### config.mk
export PLATFORM = sky130hd
export DESIGN_NAME = keypad_edge_level_interrupt
export DESIGN_NICKNAME = d
export VERILOG_FILES = /design/src/hw/keypad_pkg.sv /design/src/hw/keypad_edge_level_interrupt.sv /design/src/hw/keypad_pin_detect.sv /design/src/hw/keypad_pull_ctrl.sv
export VERILOG_INCLUDE_DIRS = /design/src /design/src/hw
export SDC_FILE = /design/constraint.sdc
export NUM_CORES = 1
export LEC_CHECK = 0
export BUFFER_PORTS_ARGS = -buffer_cell sky130_fd_sc_hd__buf_2
export CAP_MARGIN = 20
export CORE_MARGIN = 2
export CORE_UTILIZATION = 43
export DETAILED_ROUTE_END_ITERATION = 7
export PLACE_DENSITY = 0.75
export SYNTH_ARGS = -nofsm -noshare
export SYNTH_HDL_FRONTEND = slang
export SYNTH_SLANG_ARGS = --single-unit
### constraint.sdc
create_clock -name i_ref_clk -period 2 [get_ports i_ref_clk]
set_clock_uncertainty 0.05 [all_clocks]
set_input_delay 0.1 -clock i_ref_clk [delete_from_list [all_inputs] [get_ports i_ref_clk]]
set_output_delay 0.1 -clock i_ref_clk [all_outputs]
set_load 0.005 [all_outputs]
### src/hw/keypad_params.svh
// register offsets, field positions and reset values of the keypad interrupt unit
`ifndef KEYPAD_PARAMS_SVH
`define KEYPAD_PARAMS_SVH

`define KP_ADDR_W          4
`define KP_OFF_STATUS_CTRL 4'h0
`define KP_OFF_PIN_ENABLE  4'h1
`define KP_OFF_PIN_POLAR   4'h2
`define KP_OFF_BREAK_CTRL  4'h3
`define KP_BIT_PENDING     3
`define KP_BIT_ACK         2
`define KP_BIT_MASK        1
`define KP_BIT_SENS        0
`define KP_BIT_BRK_CLR_EN  0
`define KP_RST_BYTE        8'h00
`define KP_VECTOR_HI       16'hFFE0
`define KP_VECTOR_LO       16'hFFE1

`endif

### src/hw/keypad_pkg.sv
// types shared by the keypad interrupt unit
package keypad_pkg;

	typedef struct packed {
		logic       wr;
		logic       rd;
		logic [3:0] addr;
		logic [7:0] wdata;
	} bus_req_t;

	typedef struct packed {
		logic [7:0] pull_up;
		logic [7:0] pull_down;
		logic [7:0] force_input;
	} pin_ctrl_t;

endpackage : keypad_pkg

### src/hw/keypad_edge_level_interrupt.sv
// keypad interrupt unit: registers, request latch, mask and wake
//
// The plain strobed port and the register offsets are this design's own decisions.
`timescale 1ns/1ps
`default_nettype none
`include "keypad_params.svh"

module keypad_edge_level_interrupt #(
	parameter int N = 8
) (
	// clock and reset
	input  wire logic                   i_ref_clk,
	input  wire logic                   i_rst,
	// register port
	input  wire logic [`KP_ADDR_W-1:0]  i_addr,
	input  wire logic [7:0]             i_wdata,
	input  wire logic                   i_wr,
	input  wire logic                   i_rd,
	output logic      [7:0]             o_rdata,
	// cpu side
	input  wire logic                   i_vector_fetch,
	input  wire logic                   i_break_state,
	output logic                        o_irq,
	output logic                        o_wake,
	output logic      [15:0]            o_vector_addr,
	// port pins
	input  wire logic [N-1:0]           i_port_pin,
	input  wire logic [N-1:0]           i_port_direction_bits,
	output logic      [N-1:0]           o_port_data_valid,
	output logic      [N-1:0]           o_pull_up,
	output logic      [N-1:0]           o_pull_down,
	output logic      [N-1:0]           o_force_input
);
	typedef struct packed {
		logic         latch;
		logic         request;
		logic         mask;
		logic         sens;
		logic         break_clear_enable;
		logic [N-1:0] pin_interrupt_enable;
		logic [N-1:0] pin_polarity_select;
		logic [7:0]   rdata;
		logic         irq;
		logic         wake;
		logic [N-1:0] data_valid;
		logic [N-1:0] pull_up;
		logic [N-1:0] pull_down;
		logic [N-1:0] force_in;
	} kp_state_t;

	kp_state_t st_q;
	kp_state_t st_d;
	keypad_pkg::pin_ctrl_t pin_ctrl;
	logic [N-1:0] asserted;
	logic [N-1:0] edges;
	logic         any_asserted;
	logic         set_req;
	logic         level_hold;
	logic         ack;
	logic         sw_ack;
	logic         clr_req;

	// address match used by both read and write decode
	function automatic logic hit(input logic [`KP_ADDR_W-1:0] a, input logic [`KP_ADDR_W-1:0] off);
		hit = (a == off);
	endfunction : hit

	keypad_pin_detect #(.N(N)) u_detect (
		.i_ref_clk  (i_ref_clk),
		.i_rst      (i_rst),
		.i_enable   (st_q.pin_interrupt_enable),
		.i_polarity (st_q.pin_polarity_select),
		.i_pins     (i_port_pin),
		.o_asserted (asserted),
		.o_edge     (edges)
	);

	keypad_pull_ctrl #(.N(N)) u_pull (
		.i_enable   (st_q.pin_interrupt_enable),
		.i_polarity (st_q.pin_polarity_select),
		.o_ctrl     (pin_ctrl)
	);

	// request set and clear conditions
	always_comb begin
		any_asserted = |asserted;
		// edge-only: one or more newly asserted pins and no other pin already asserted
		// the latch only ever takes edges; a held level is added beside it, not stored in it
		if (st_q.sens) begin
			set_req = |edges;
		end else begin
			set_req = (|edges) && ((asserted & ~edges) == '0);
		end
		// level mode: a held pin keeps the request present whatever the latch holds
		level_hold = st_q.sens && any_asserted;
		sw_ack = i_wr && hit(i_addr, `KP_OFF_STATUS_CTRL) && i_wdata[`KP_BIT_ACK];
		// break protects the latch unless break clear enable is set
		if (i_break_state && !st_q.break_clear_enable) begin
			ack = 1'b0;
		end else begin
			ack = sw_ack || i_vector_fetch;
		end
		clr_req = ack;
	end

	// next state: registers, latch and outputs
	always_comb begin
		st_d = st_q;
		// set wins over clear; an ack taken while a pin is held still empties the latch,
		// so in level mode the request drops on the ack or the release, whichever of the two events comes last
		if (set_req) begin
			st_d.latch = 1'b1;
		end else if (clr_req) begin
			st_d.latch = 1'b0;
		end
		st_d.request = st_d.latch || level_hold;
		if (i_wr) begin
			if (hit(i_addr, `KP_OFF_STATUS_CTRL)) begin
				st_d.mask = i_wdata[`KP_BIT_MASK];
				st_d.sens = i_wdata[`KP_BIT_SENS];
			end else if (hit(i_addr, `KP_OFF_PIN_ENABLE)) begin
				st_d.pin_interrupt_enable = i_wdata[N-1:0];
			end else if (hit(i_addr, `KP_OFF_PIN_POLAR)) begin
				st_d.pin_polarity_select = i_wdata[N-1:0];
			end else if (hit(i_addr, `KP_OFF_BREAK_CTRL)) begin
				st_d.break_clear_enable = i_wdata[`KP_BIT_BRK_CLR_EN];
			end
		end
		// read data stands only in the cycle after the strobe
		st_d.rdata = 8'h00;
		if (i_rd) begin
			if (hit(i_addr, `KP_OFF_STATUS_CTRL)) begin
				// upper nibble and acknowledge read zero
				st_d.rdata = {4'h0, st_q.request, 1'b0, st_q.mask, st_q.sens};
			end else if (hit(i_addr, `KP_OFF_PIN_ENABLE)) begin
				st_d.rdata = 8'(st_q.pin_interrupt_enable);
			end else if (hit(i_addr, `KP_OFF_PIN_POLAR)) begin
				st_d.rdata = 8'(st_q.pin_polarity_select);
			end else if (hit(i_addr, `KP_OFF_BREAK_CTRL)) begin
				st_d.rdata = {7'h00, st_q.break_clear_enable};
			end
		end
		// irq and wake change on the same edge as the latch, staying registered
		st_d.irq        = st_d.request && !st_d.mask;
		st_d.wake       = st_d.request && !st_d.mask;
		st_d.data_valid = ~i_port_direction_bits;
		st_d.pull_up    = pin_ctrl.pull_up;
		st_d.pull_down  = pin_ctrl.pull_down;
		st_d.force_in   = pin_ctrl.force_input;
	end

	// reset clears latch, mask, sensitivity and all pin settings
	always_ff @(posedge i_ref_clk or posedge i_rst) begin
		if (i_rst) begin
			st_q <= '0;
		end else begin
			st_q <= st_d;
		end
	end

	assign o_rdata           = st_q.rdata;
	assign o_irq             = st_q.irq;
	assign o_wake            = st_q.wake;
	assign o_vector_addr     = `KP_VECTOR_HI;
	assign o_port_data_valid = st_q.data_valid;
	assign o_pull_up         = st_q.pull_up;
	assign o_pull_down       = st_q.pull_down;
	assign o_force_input     = st_q.force_in;

	// checks
	chk_irq_follows: assert property (@(posedge i_ref_clk) disable iff (i_rst)
		o_irq == (st_q.request && !st_q.mask))
		else $error("irq does not follow request and mask");
	chk_mask_blocks: assert property (@(posedge i_ref_clk) disable iff (i_rst)
		st_q.mask |-> !o_irq && !o_wake)
		else $error("masked request reached cpu");
	chk_edge_sets: assert property (@(posedge i_ref_clk) disable iff (i_rst)
		set_req |=> st_q.latch && st_q.request)
		else $error("edge did not set request");
	chk_edge_blocked: assert property (@(posedge i_ref_clk) disable iff (i_rst)
		(!st_q.sens && !st_q.latch && (|(asserted & ~edges))) |=> !st_q.latch)
		else $error("edge set request while other pin asserted");
	// level mode: an ack taken with all pins released ends the request
	chk_level_release: assert property (@(posedge i_ref_clk) disable iff (i_rst)
		(st_q.sens && ack && !set_req && !any_asserted) |=> !st_q.request)
		else $error("level request stayed after ack and release");
	chk_fetch_ack: assert property (@(posedge i_ref_clk) disable iff (i_rst)
		(i_vector_fetch && !i_break_state && !set_req) |=> !st_q.latch)
		else $error("vector fetch did not acknowledge");
	chk_pending_read: assert property (@(posedge i_ref_clk) disable iff (i_rst)
		(i_rd && i_addr == `KP_OFF_STATUS_CTRL) |=> o_rdata[`KP_BIT_PENDING] == $past(st_q.request))
		else $error("pending flag does not show request");
	chk_wake_irq: assert property (@(posedge i_ref_clk) disable iff (i_rst)
		o_wake == o_irq)
		else $error("wake differs from irq");
	chk_force_input: assert property (@(posedge i_ref_clk) disable iff (i_rst)
		o_force_input == $past(st_q.pin_interrupt_enable))
		else $error("enabled pin not forced to input");
	chk_pull_polarity: assert property (@(posedge i_ref_clk) disable iff (i_rst)
		(o_pull_down & ~$past(st_q.pin_polarity_select)) == '0)
		else $error("pull-down on a low polarity pin");
	chk_disabled_quiet: assert property (@(posedge i_ref_clk) disable iff (i_rst)
		(asserted & ~st_q.pin_interrupt_enable) == '0)
		else $error("disabled pin reported asserted");
	chk_sens_write: assert property (@(posedge i_ref_clk) disable iff (i_rst)
		(i_wr && i_addr == `KP_OFF_STATUS_CTRL) |=> st_q.sens == $past(i_wdata[`KP_BIT_SENS]))
		else $error("sensitivity bit not written");
	chk_level_holds: assert property (@(posedge i_ref_clk) disable iff (i_rst)
		(st_q.sens && any_asserted) |=> st_q.request)
		else $error("level request dropped while pin asserted");
	chk_ack_clears: assert property (@(posedge i_ref_clk) disable iff (i_rst)
		(!st_q.sens && sw_ack && !i_break_state && !set_req) |=> !st_q.request)
		else $error("acknowledge did not clear request");
	chk_break_protect: assert property (@(posedge i_ref_clk) disable iff (i_rst)
		(i_break_state && !st_q.break_clear_enable && st_q.latch) |=> st_q.latch)
		else $error("request cleared during protected break");
	chk_status_read: assert property (@(posedge i_ref_clk) disable iff (i_rst)
		$past(i_rd) |-> o_rdata[7:4] == 4'h0 && !(o_rdata[`KP_BIT_ACK] && $past(i_addr) == `KP_OFF_STATUS_CTRL))
		else $error("reserved or acknowledge bits read nonzero");
	chk_pull_select: assert property (@(posedge i_ref_clk) disable iff (i_rst)
		(o_pull_up & o_pull_down) == '0)
		else $error("pull-up and pull-down both on");
	cov_edge_irq: cover property (@(posedge i_ref_clk) disable iff (i_rst) !st_q.sens && set_req ##1 o_irq);
	cov_level_irq: cover property (@(posedge i_ref_clk) disable iff (i_rst) st_q.sens && set_req ##2 o_irq);
	cov_fetch_ack: cover property (@(posedge i_ref_clk) disable iff (i_rst) st_q.request && i_vector_fetch);
	cov_break_ack: cover property (@(posedge i_ref_clk) disable iff (i_rst) i_break_state && sw_ack && st_q.break_clear_enable);
	cov_ack_held: cover property (@(posedge i_ref_clk) disable iff (i_rst) st_q.sens && ack && any_asserted);
endmodule : keypad_edge_level_interrupt
`default_nettype wire

### src/hw/keypad_pin_detect.sv
// per-pin edge and level detection for the keypad pins
`timescale 1ns/1ps
`default_nettype none
module keypad_pin_detect #(
	parameter int N = 8
) (
	// clock and reset
	input  wire logic         i_ref_clk,
	input  wire logic         i_rst,
	// configuration
	input  wire logic [N-1:0] i_enable,
	input  wire logic [N-1:0] i_polarity,
	// pins and results
	input  wire logic [N-1:0] i_pins,
	output logic      [N-1:0] o_asserted,
	output logic      [N-1:0] o_edge
);
	typedef struct packed {
		logic [N-1:0] prev;
	} det_state_t;

	det_state_t st_q;
	det_state_t st_d;
	logic [N-1:0] lvl;

	// asserted level follows polarity; disabled pins never assert
	assign lvl        = ~(i_pins ^ i_polarity) & i_enable;
	assign o_asserted = lvl;
	// deasserted in one bus cycle, asserted in the next
	assign o_edge     = lvl & ~st_q.prev;

	always_comb begin
		st_d      = st_q;
		st_d.prev = lvl;
	end

	// enabling a pin already asserted counts as an edge, so init flow must acknowledge
	always_ff @(posedge i_ref_clk or posedge i_rst) begin
		if (i_rst) begin
			st_q <= '0;
		end else begin
			st_q <= st_d;
		end
	end
endmodule : keypad_pin_detect
`default_nettype wire

### src/hw/keypad_pull_ctrl.sv
// pull device and direction override control for enabled keypad pins
`timescale 1ns/1ps
`default_nettype none
module keypad_pull_ctrl #(
	parameter int N = 8
) (
	input  wire logic [N-1:0]        i_enable,
	input  wire logic [N-1:0]        i_polarity,
	output keypad_pkg::pin_ctrl_t    o_ctrl
);
	// pull-up for low polarity, pull-down for high; enable forces input
	always_comb begin
		o_ctrl             = '0;
		o_ctrl.pull_up     = i_enable & ~i_polarity;
		o_ctrl.pull_down   = i_enable & i_polarity;
		o_ctrl.force_input = i_enable;
	end
endmodule : keypad_pull_ctrl
`default_nettype wire

==> run_summary.xml, run 1 <==
<?xml version="1.0" encoding="UTF-8"?>
<metrics>
  <group name="run_status">
    <metric name="run_status" unit="">completed</metric>
  </group>
  <group name="synth">
    <metric name="postSynth.asyncResetShare" unit="">1.00</metric>
    <metric name="synth-main-ff-cell" unit="">sky130_fd_sc_hd__dfrtp_1</metric>
    <metric name="yosys_warnings" unit="">0</metric>
    <metric name="synthSimpleGateAreaFrac" unit="">0.110</metric>
    <metric name="synthCells" unit="">261</metric>
    <metric name="synth_enable_flop_cells" unit="">0</metric>
    <metric name="synth_seq_area_share" unit="">0.557</metric>
    <metric name="synth_compound_area_frac" unit="">0.0732</metric>
    <metric name="yosysUniqueCellTypes" unit="">35</metric>
    <metric name="syn-mean-instance-area" unit="sq um">12.1</metric>
    <metric name="synthMuxAreaShare" unit="">0.0780</metric>
    <metric name="synth_top_family_by_area" unit="">buffers and inverters</metric>
    <metric name="post_synth_xor_area_fraction" unit="">0.0223</metric>
    <metric name="yosys.area_share.adder" unit="">0</metric>
    <metric name="synth.ff_latch_count" unit="">70</metric>
    <metric name="mappedNetlistArea" unit="sq um">3150</metric>
  </group>
  <group name="placement">
    <metric name="place.detailed.hpwl" unit="microns">4310</metric>
    <metric name="port-buffer-count" unit="">75</metric>
    <metric name="gp_congestion" unit="">0.935</metric>
    <metric name="dpl.cell_count" unit="">394</metric>
    <metric name="placement.setup.worst_slack" unit="ns">0.297</metric>
  </group>
  <group name="global_route">
    <metric name="number_of_antenna_violations_at_the_first_check_in_global_routing" unit="">0</metric>
    <metric name="groute.usage.overall" unit="">0.158</metric>
    <metric name="grt_first_pass_wirelength" unit="microns">9170</metric>
    <metric name="grt_start_max_net_pins" unit="">30</metric>
    <metric name="overflow" unit="">0</metric>
    <metric name="first_global_vias" unit="">1852</metric>
  </group>
  <group name="layout">
    <metric name="layout.cells.non_filler" unit="">427</metric>
    <metric name="final_layout_size_suffix_gt1_frac" unit="">0.369</metric>
    <metric name="antenna_cells_inserted" unit="">0</metric>
    <metric name="layout.nets" unit="">357</metric>
    <metric name="mostFrequentLayoutCells" unit="">75 x sky130_fd_sc_hd__buf_2, 70 x sky130_fd_sc_hd__dfrtp_1, 18 x sky130_fd_sc_hd__mux2_2</metric>
    <metric name="layout_commonest_cell" unit="">sky130_fd_sc_hd__buf_2</metric>
    <metric name="syn_to_final_growth" unit="%">16.2</metric>
  </group>
  <group name="setup_path">
    <metric name="setup.worst_path.class" unit="">flop to flop</metric>
    <metric name="critical_path.max_stage_delay" unit="ns">0.43</metric>
    <metric name="timing.critical_path.required" unit="ns">2.21</metric>
    <metric name="cp_data_arrival_time" unit="ns">1.94</metric>
    <metric name="startpoint_type" unit="">flop</metric>
    <metric name="critical_path_capture_point_type" unit="">flop</metric>
    <metric name="cp_max_fo" unit="">5</metric>
    <metric name="worst_path_max_delay_cell" unit="">sky130_fd_sc_hd__dfrtp_1</metric>
    <metric name="timing.rr.start" unit="">st_q[43]$_DFFE_PP0P_</metric>
    <metric name="critical_path.cell_chain" unit="">xnor2_1 -&gt; and2_4 -&gt; a2111oi_4 -&gt; a41oi_2 -&gt; o21ai_1</metric>
    <metric name="rr_endpoint" unit="">o_wake$_DFF_PP0_</metric>
    <metric name="worstRegToRegCells" unit="">5</metric>
    <metric name="regToRegSetupSlack" unit="ns">0.27</metric>
  </group>
  <group name="floorplan">
    <metric name="fp.dieH" unit="microns">89.5</metric>
    <metric name="fp.dieArea" unit="sq um">8020</metric>
    <metric name="pin_count" unit="">92</metric>
    <metric name="core_area" unit="sq um">7180</metric>
    <metric name="num_rows" unit="">31</metric>
    <metric name="die_w" unit="microns">89.5</metric>
    <metric name="effective_utilization_at_floorplan" unit="">0.438</metric>
  </group>
  <group name="cts">
    <metric name="postCtsResizedCells" unit="">0</metric>
    <metric name="cts_buffers" unit="">9</metric>
    <metric name="clkLatencyLatePin" unit="ns">0.34</metric>
    <metric name="clk_root_buffer_cell" unit="">sky130_fd_sc_hd__clkbuf_8</metric>
    <metric name="cts_htree_levels" unit="">3</metric>
    <metric name="post_cts_buffers" unit="">0</metric>
    <metric name="cts_tree" unit="">yes</metric>
    <metric name="ctsLongestPathBuffers" unit="">2</metric>
    <metric name="tritoncts_num_sinks" unit="">70</metric>
    <metric name="worst_setup_hold_path_clk_slew" unit="ns">0.08</metric>
  </group>
  <group name="sta">
    <metric name="min_period_over_period" unit="">0.867</metric>
    <metric name="setup_repair_after_global_routing_missed_its_margin" unit="">false</metric>
    <metric name="tns" unit="ns">0</metric>
    <metric name="actual_slew_at_the_worst_max_slew_pin" unit="ns">0.644</metric>
    <metric name="worst_slew_margin_rel" unit="">0.570</metric>
    <metric name="final_critical_path_setup_slack" unit="ns">0.267</metric>
    <metric name="final-setup-viol-count" unit="">0</metric>
    <metric name="report.final.slew_viol_count" unit="">0</metric>
    <metric name="hold_ws" unit="ns">0.0251</metric>
    <metric name="fmax" unit="MHz">577</metric>
    <metric name="layout_min_cycle_time" unit="ns">1.73</metric>
    <metric name="hold_violations" unit="">0</metric>
  </group>
  <group name="min_path">
    <metric name="worst_hold_endpoint" unit="">st_q[52]$_DFFE_PP0P_</metric>
    <metric name="worst_hold_path.num_cells" unit="">2</metric>
    <metric name="worst_hold_path_type" unit="">primary input to flop</metric>
    <metric name="timing.hold.worst.start" unit="">i_wdata[2]</metric>
  </group>
  <group name="detailed_routing">
    <metric name="via_per_inst" unit="">4.50</metric>
    <metric name="route.detailed.drc" unit="">0</metric>
    <metric name="dr_total_vias" unit="">1923</metric>
    <metric name="detail_route.wirelength" unit="microns">5930</metric>
    <metric name="detail_route.first_pass.iterations" unit="">4</metric>
    <metric name="drt_iter0_markers" unit="">75</metric>
    <metric name="postRouteAntennaNets" unit="">0</metric>
    <metric name="route.detailed.wl_per_inst" unit="microns">13.9</metric>
  </group>
  <group name="power">
    <metric name="power.ir.vdd_worst" unit="V">0.000437</metric>
    <metric name="power.density" unit="nW/um^2">1030</metric>
    <metric name="totalPowerFinal" unit="uW">3750</metric>
    <metric name="static-leakage-power" unit="uW">0.00183</metric>
  </group>
  <group name="flow_run">
    <metric name="cap_viol_max_count" unit="">0</metric>
  </group>
</metrics>
-- synth_stat cells (all sizes together), types with 2 or more instances --
library cell	instances	area share
xnor2	8	0.022
mux2i	2	0.0064
a22oi	11	0.026
nor2b	13	0.026
a21oi	2	0.0032
and2b	2	0.0052
conb	2	0.0024
dfrtp	70	0.56
and3	4	0.0095
inv	15	0.018
nand3	2	0.0032
nand2	6	0.0072
mux2	18	0.064
o21ai	3	0.0048
nor2	11	0.013
and2	17	0.035
o21a	2	0.0048
a32oi	4	0.011
buf	59	0.14
-- power breakdown --
| part | total (uW) | internal (uW) | switching [uW] | leakage [uW] |
|---|---|---|---|---|
| clock network | 1070 | 573 | 501 | 0.0000904 |
| registers | 1890 | 1680 | 212 | 0.000882 |
| logic | 779 | 426 | 353 | 0.000862 |
| total | 3750 | 2680 | 1070 | 0.00183 |
-- sequential cells by signal (all words and copies together), names as in the netlist --
register and cells:
st_q 21, o_force_input 8, o_port_data_valid 8, o_pull_down 8
o_pull_up 8, o_rdata 8, u_detect.st_q 8, o_wake 1
-- metal layers --
metal	share of wire	routed length [microns]	vias up	global-route usage
li1	-	-	916	-
met1	0.41	2450	943	0.208
met2	0.52	3070	58	0.249
met3	0.053	317	6	0.0406
met4	0.015	88	0	0.0651
met5	0	0	-	0
-- metrics by stage --
step / utilization / cell area (sq um)
floorplan: - / 3200
global placement: 0.460 / 3300
detailed placement: 0.460 / 3300
CTS: 0.509 / 3650
global route: 0.509 / 3650
finish: 0.509 / 3650
-- worst max path at each step --
stage,slack (ns),startpoint,cells past startpoint,end
finish,0.27,st_q[43]$_DFFE_PP0P_,5,o_wake$_DFF_PP0_
global route,0.16,st_q[47]$_DFFE_PP0P_,5,st_q[62]$_DFF_PP0_
CTS,0.27,st_q[49]$_DFFE_PP0P_,5,o_wake$_DFF_PP0_
detailed placement,0.30,st_q[49]$_DFFE_PP0P_,5,st_q[61]$_DFF_PP0_
global placement,0.28,st_q[47]$_DFFE_PP0P_,5,o_wake$_DFF_PP0_
floorplan,0.08,i_rst,1,o_force_input[0]$_DFF_PP0_
-- cell type report --
cell class / instances / area [sq um]
Fill cell: 656 / 3520
Timing Repair Buffer: 96 / 588
Tap cell: 99 / 124
Clock buffer: 12 / 135
Multi-Input combinational cell: 131 / 952
Sequential cell: 70 / 1750
Inverter: 15 / 56.3
Clock inverter: 4 / 47.5
-- critical path: cells and delay by family (launching register included) --
family | cells | cell delay [ns]
flops | 1 | 0.43
xor+xnor | 1 | 0.19
simple gates | 1 | 0.20
compound gates | 3 | 0.78
-- kinds of logic (layout without fill, tap and decap cells) --
family                    after synthesis  after routing
AOI/OAI and AO/OA                      27             27
xor gates and xnor gates                8              8
buffers and inverters                  74            127
DFF                                    70             70
muxes                                  21             21
other                                   2             16
and+or+nand+nor                        59             59
-- what timing repair did --
item                                   in CTS  in global routing
endpoints found under the hold margin      50                  0
hold buffers                               17                  0
setup endpoints to repair                   0                  0
Power figures use the tool's default switching activity.
==> inputs of run 2 (changes only) <==
--- a/config.mk
+++ b/config.mk
@@ -11,6 +11,7 @@
 export CORE_MARGIN = 2
 export CORE_UTILIZATION = 43
 export DETAILED_ROUTE_END_ITERATION = 7
+export GPL_ROUTABILITY_DRIVEN = 0
 export PLACE_DENSITY = 0.75
 export SYNTH_ARGS = -nofsm -noshare
 export SYNTH_HDL_FRONTEND = slang
==> constraint.sdc (replaced) <==
create_clock -name i_ref_clk -period 1.41 [get_ports i_ref_clk]
set_clock_uncertainty 0.05 [all_clocks]
set_input_delay 0.0705 -clock i_ref_clk [delete_from_list [all_inputs] [get_ports i_ref_clk]]
set_output_delay 0.0705 -clock i_ref_clk [all_outputs]
set_load 0.005 [all_outputs]
==> run_summary.xml, run 2 (synthesis results as in run 1) <==
<?xml version="1.0" encoding="UTF-8"?>
<metrics>
  <group name="setup_path">
    <metric name="cp_max_fo" unit="">3</metric>
    <metric name="worstRegToRegCells" unit="">5</metric>
    <metric name="cp_data_arrival_time" unit="ns">1.79</metric>
    <metric name="startpoint_type" unit="">flop</metric>
    <metric name="timing.critical_path.required" unit="ns">1.63</metric>
    <metric name="critical_path_capture_point_type" unit="">flop</metric>
    <metric name="setup.worst_path.class" unit="">flop to flop</metric>
    <metric name="regToRegSetupSlack" unit="ns">-0.17</metric>
    <metric name="rr_endpoint" unit="">st_q[61]$_DFF_PP0_</metric>
    <metric name="timing.rr.start" unit="">st_q[43]$_DFFE_PP0P_</metric>
  </group>
  <group name="global_route">
    <metric name="first_global_vias" unit="">2022</metric>
    <metric name="grt_start_max_net_pins" unit="">31</metric>
    <metric name="number_of_antenna_violations_at_the_first_check_in_global_routing" unit="">0</metric>
    <metric name="groute.usage.overall" unit="">0.173</metric>
    <metric name="grt_first_pass_wirelength" unit="microns">9980</metric>
    <metric name="overflow" unit="">0</metric>
  </group>
  <group name="floorplan">
    <metric name="fp.dieArea" unit="sq um">8020</metric>
    <metric name="fp.dieH" unit="microns">89.5</metric>
    <metric name="core_area" unit="sq um">7180</metric>
    <metric name="num_rows" unit="">31</metric>
    <metric name="effective_utilization_at_floorplan" unit="">0.438</metric>
    <metric name="die_w" unit="microns">89.5</metric>
    <metric name="pin_count" unit="">92</metric>
  </group>
  <group name="sta">
    <metric name="final_critical_path_setup_slack" unit="ns">-0.165</metric>
    <metric name="hold_violations" unit="">0</metric>
    <metric name="layout_min_cycle_time" unit="ns">1.58</metric>
    <metric name="setup_repair_after_global_routing_missed_its_margin" unit="">true</metric>
    <metric name="fmax" unit="MHz">635</metric>
    <metric name="report.final.slew_viol_count" unit="">0</metric>
    <metric name="min_period_over_period" unit="">1.12</metric>
    <metric name="hold_ws" unit="ns">0.0238</metric>
    <metric name="final-setup-viol-count" unit="">3</metric>
  </group>
  <group name="cts">
    <metric name="worst_setup_hold_path_clk_slew" unit="ns">0.07</metric>
    <metric name="clk_root_buffer_cell" unit="">sky130_fd_sc_hd__clkbuf_8</metric>
    <metric name="tritoncts_num_sinks" unit="">70</metric>
    <metric name="ctsLongestPathBuffers" unit="">2</metric>
    <metric name="clkLatencyLatePin" unit="ns">0.34</metric>
    <metric name="cts_htree_levels" unit="">3</metric>
    <metric name="cts_buffers" unit="">9</metric>
    <metric name="cts_tree" unit="">yes</metric>
  </group>
  <group name="layout">
    <metric name="layout.nets" unit="">384</metric>
    <metric name="mostFrequentLayoutCells" unit="">75 x sky130_fd_sc_hd__buf_2, 70 x sky130_fd_sc_hd__dfrtp_1, 27 x sky130_fd_sc_hd__buf_4</metric>
    <metric name="final_layout_size_suffix_gt1_frac" unit="">0.437</metric>
    <metric name="max_reg_flops" unit="">21</metric>
    <metric name="post_layout_utilization_of_the_core" unit="">0.549</metric>
    <metric name="layout_commonest_cell" unit="">sky130_fd_sc_hd__buf_2</metric>
    <metric name="register_name_with_the_most_flops" unit="">st_q</metric>
    <metric name="final_design_area_no_fill" unit="sq um">3940</metric>
    <metric name="syn_to_final_growth" unit="%">25.3</metric>
    <metric name="nFillCells" unit="">647</metric>
    <metric name="antenna_cells_inserted" unit="">0</metric>
  </group>
  <group name="placement">
    <metric name="port-buffer-count" unit="">75</metric>
    <metric name="postPlaceCellArea" unit="sq um">3490</metric>
    <metric name="place.detailed.hpwl" unit="microns">4540</metric>
  </group>
  <group name="detailed_routing">
    <metric name="route.detailed.wl_per_inst" unit="microns">13.8</metric>
    <metric name="detail_route.first_pass.iterations" unit="">4</metric>
    <metric name="via_per_inst" unit="">4.43</metric>
    <metric name="drt_iter0_markers" unit="">95</metric>
    <metric name="postRouteAntennaNets" unit="">0</metric>
    <metric name="detail_route.wirelength" unit="microns">6280</metric>
    <metric name="route.detailed.drc" unit="">0</metric>
    <metric name="dr_total_vias" unit="">2013</metric>
  </group>
  <group name="power">
    <metric name="power.density" unit="nW/um^2">1460</metric>
    <metric name="static-leakage-power" unit="uW">0.00201</metric>
    <metric name="power.ir.vdd_worst" unit="V">0.000515</metric>
  </group>
  <group name="min_path">
    <metric name="worst_hold_endpoint" unit="">o_rdata[0]$_DFF_PP0_</metric>
    <metric name="worst_hold_path_type" unit="">primary input to flop</metric>
    <metric name="timing.hold.worst.start" unit="">i_addr[3]</metric>
    <metric name="worst_hold_path.num_cells" unit="">3</metric>
  </group>
  <group name="run_status">
    <metric name="run_status" unit="">complete, but fails checks</metric>
    <metric name="failing_checks" unit="">setup timing</metric>
  </group>
  <group name="flow_run">
    <metric name="cap_viol_max_count" unit="">0</metric>
  </group>
</metrics>
==> run 2: cell types whose count changed in the layout (fill, tap and decap cells not counted), sizes merged <==
cell,change
dlygate4sd3,+2
inv,-1
clkinv,+3
bufinv,+1
buf,+25
clkbuf,-3
==> run 2: critical path, stage by stage (launching register included) <==
cell and delay (ns):
sky130_fd_sc_hd__dfrtp_1 0.41, sky130_fd_sc_hd__xnor2_2 0.15, sky130_fd_sc_hd__and2_4 0.15, sky130_fd_sc_hd__a2111oi_4 0.35, sky130_fd_sc_hd__a41oi_2 0.21, sky130_fd_sc_hd__o211ai_2 0.18
==> run 2: final cells by class <==
| class | instances | area [sq um] | area share |
|---|---|---|---|
| Multi-Input combinational cell | 131 | 995 | 0.252 |
| Sequential cell | 70 | 1750 | 0.444 |
| Clock inverter | 7 | 88.8 | 0.0225 |
| Timing Repair Buffer | 123 | 800 | 0.203 |
| Clock buffer | 9 | 124 | 0.0314 |
| Inverter | 15 | 60.1 | 0.0152 |
| Tap cell | 99 | 124 | 0.0314 |
==> run 2: report_power, final <==
group          internal, uW  total, uW  switching (uW)
logic                   803       1440             636
registers              2380       2600             217
clock network           986       1720             736
total                  4170       5760            1590
==> run 2: worst max-delay path by stage <==
| stage | from | to | slack [ns] | depth (start not counted) |
|---|---|---|---|---|
| after floorplan | st_q[47]$_DFFE_PP0P_ | st_q[61]$_DFF_PP0_ | -0.09 | 5 |
| after global placement | st_q[43]$_DFFE_PP0P_ | st_q[61]$_DFF_PP0_ | -0.09 | 5 |
| after detailed placement | st_q[43]$_DFFE_PP0P_ | st_q[61]$_DFF_PP0_ | -0.15 | 5 |
| after CTS | st_q[43]$_DFFE_PP0P_ | st_q[61]$_DFF_PP0_ | -0.14 | 5 |
| after global routing | st_q[47]$_DFFE_PP0P_ | st_q[61]$_DFF_PP0_ | -0.22 | 5 |
| final | st_q[43]$_DFFE_PP0P_ | st_q[61]$_DFF_PP0_ | -0.17 | 5 |
==> run 2: timing repair <==
item / in CTS / in global routing
hold buffers: 18 / 1
endpoints found under the hold margin: 42 / 1
setup endpoints to repair: 3 / 4
buffers inserted: 1 / 1
pin swaps: 7 / 5
gates resized for setup: 2 / 5
gates cloned: 0 / 0
==> run 2: metal layers <==
layer / wire [microns] / share of wire / global-route usage
met5: 0 / 0 / 0
met4: 119 / 0.019 / 0.0692
met3: 294 / 0.047 / 0.0489
met2: 3240 / 0.52 / 0.295
met1: 2620 / 0.42 / 0.205
==> run 2: metrics by stage <==
step / worst slack (ns) / instances / total power [uW] / TNS (ns)
6_report: -0.165 / 454 / 5760 / -0.461
5_1_grt: -0.224 / 454 / 6110 / -0.627
4_1_cts: -0.139 / 453 / 5780 / -0.370
3_5_place_dp: -0.149 / 418 / 3980 / -0.426
3_3_place_gp: -0.0924 / 418 / 3930 / -0.246
2_1_floorplan: -0.0916 / 275 / 3590 / -0.245
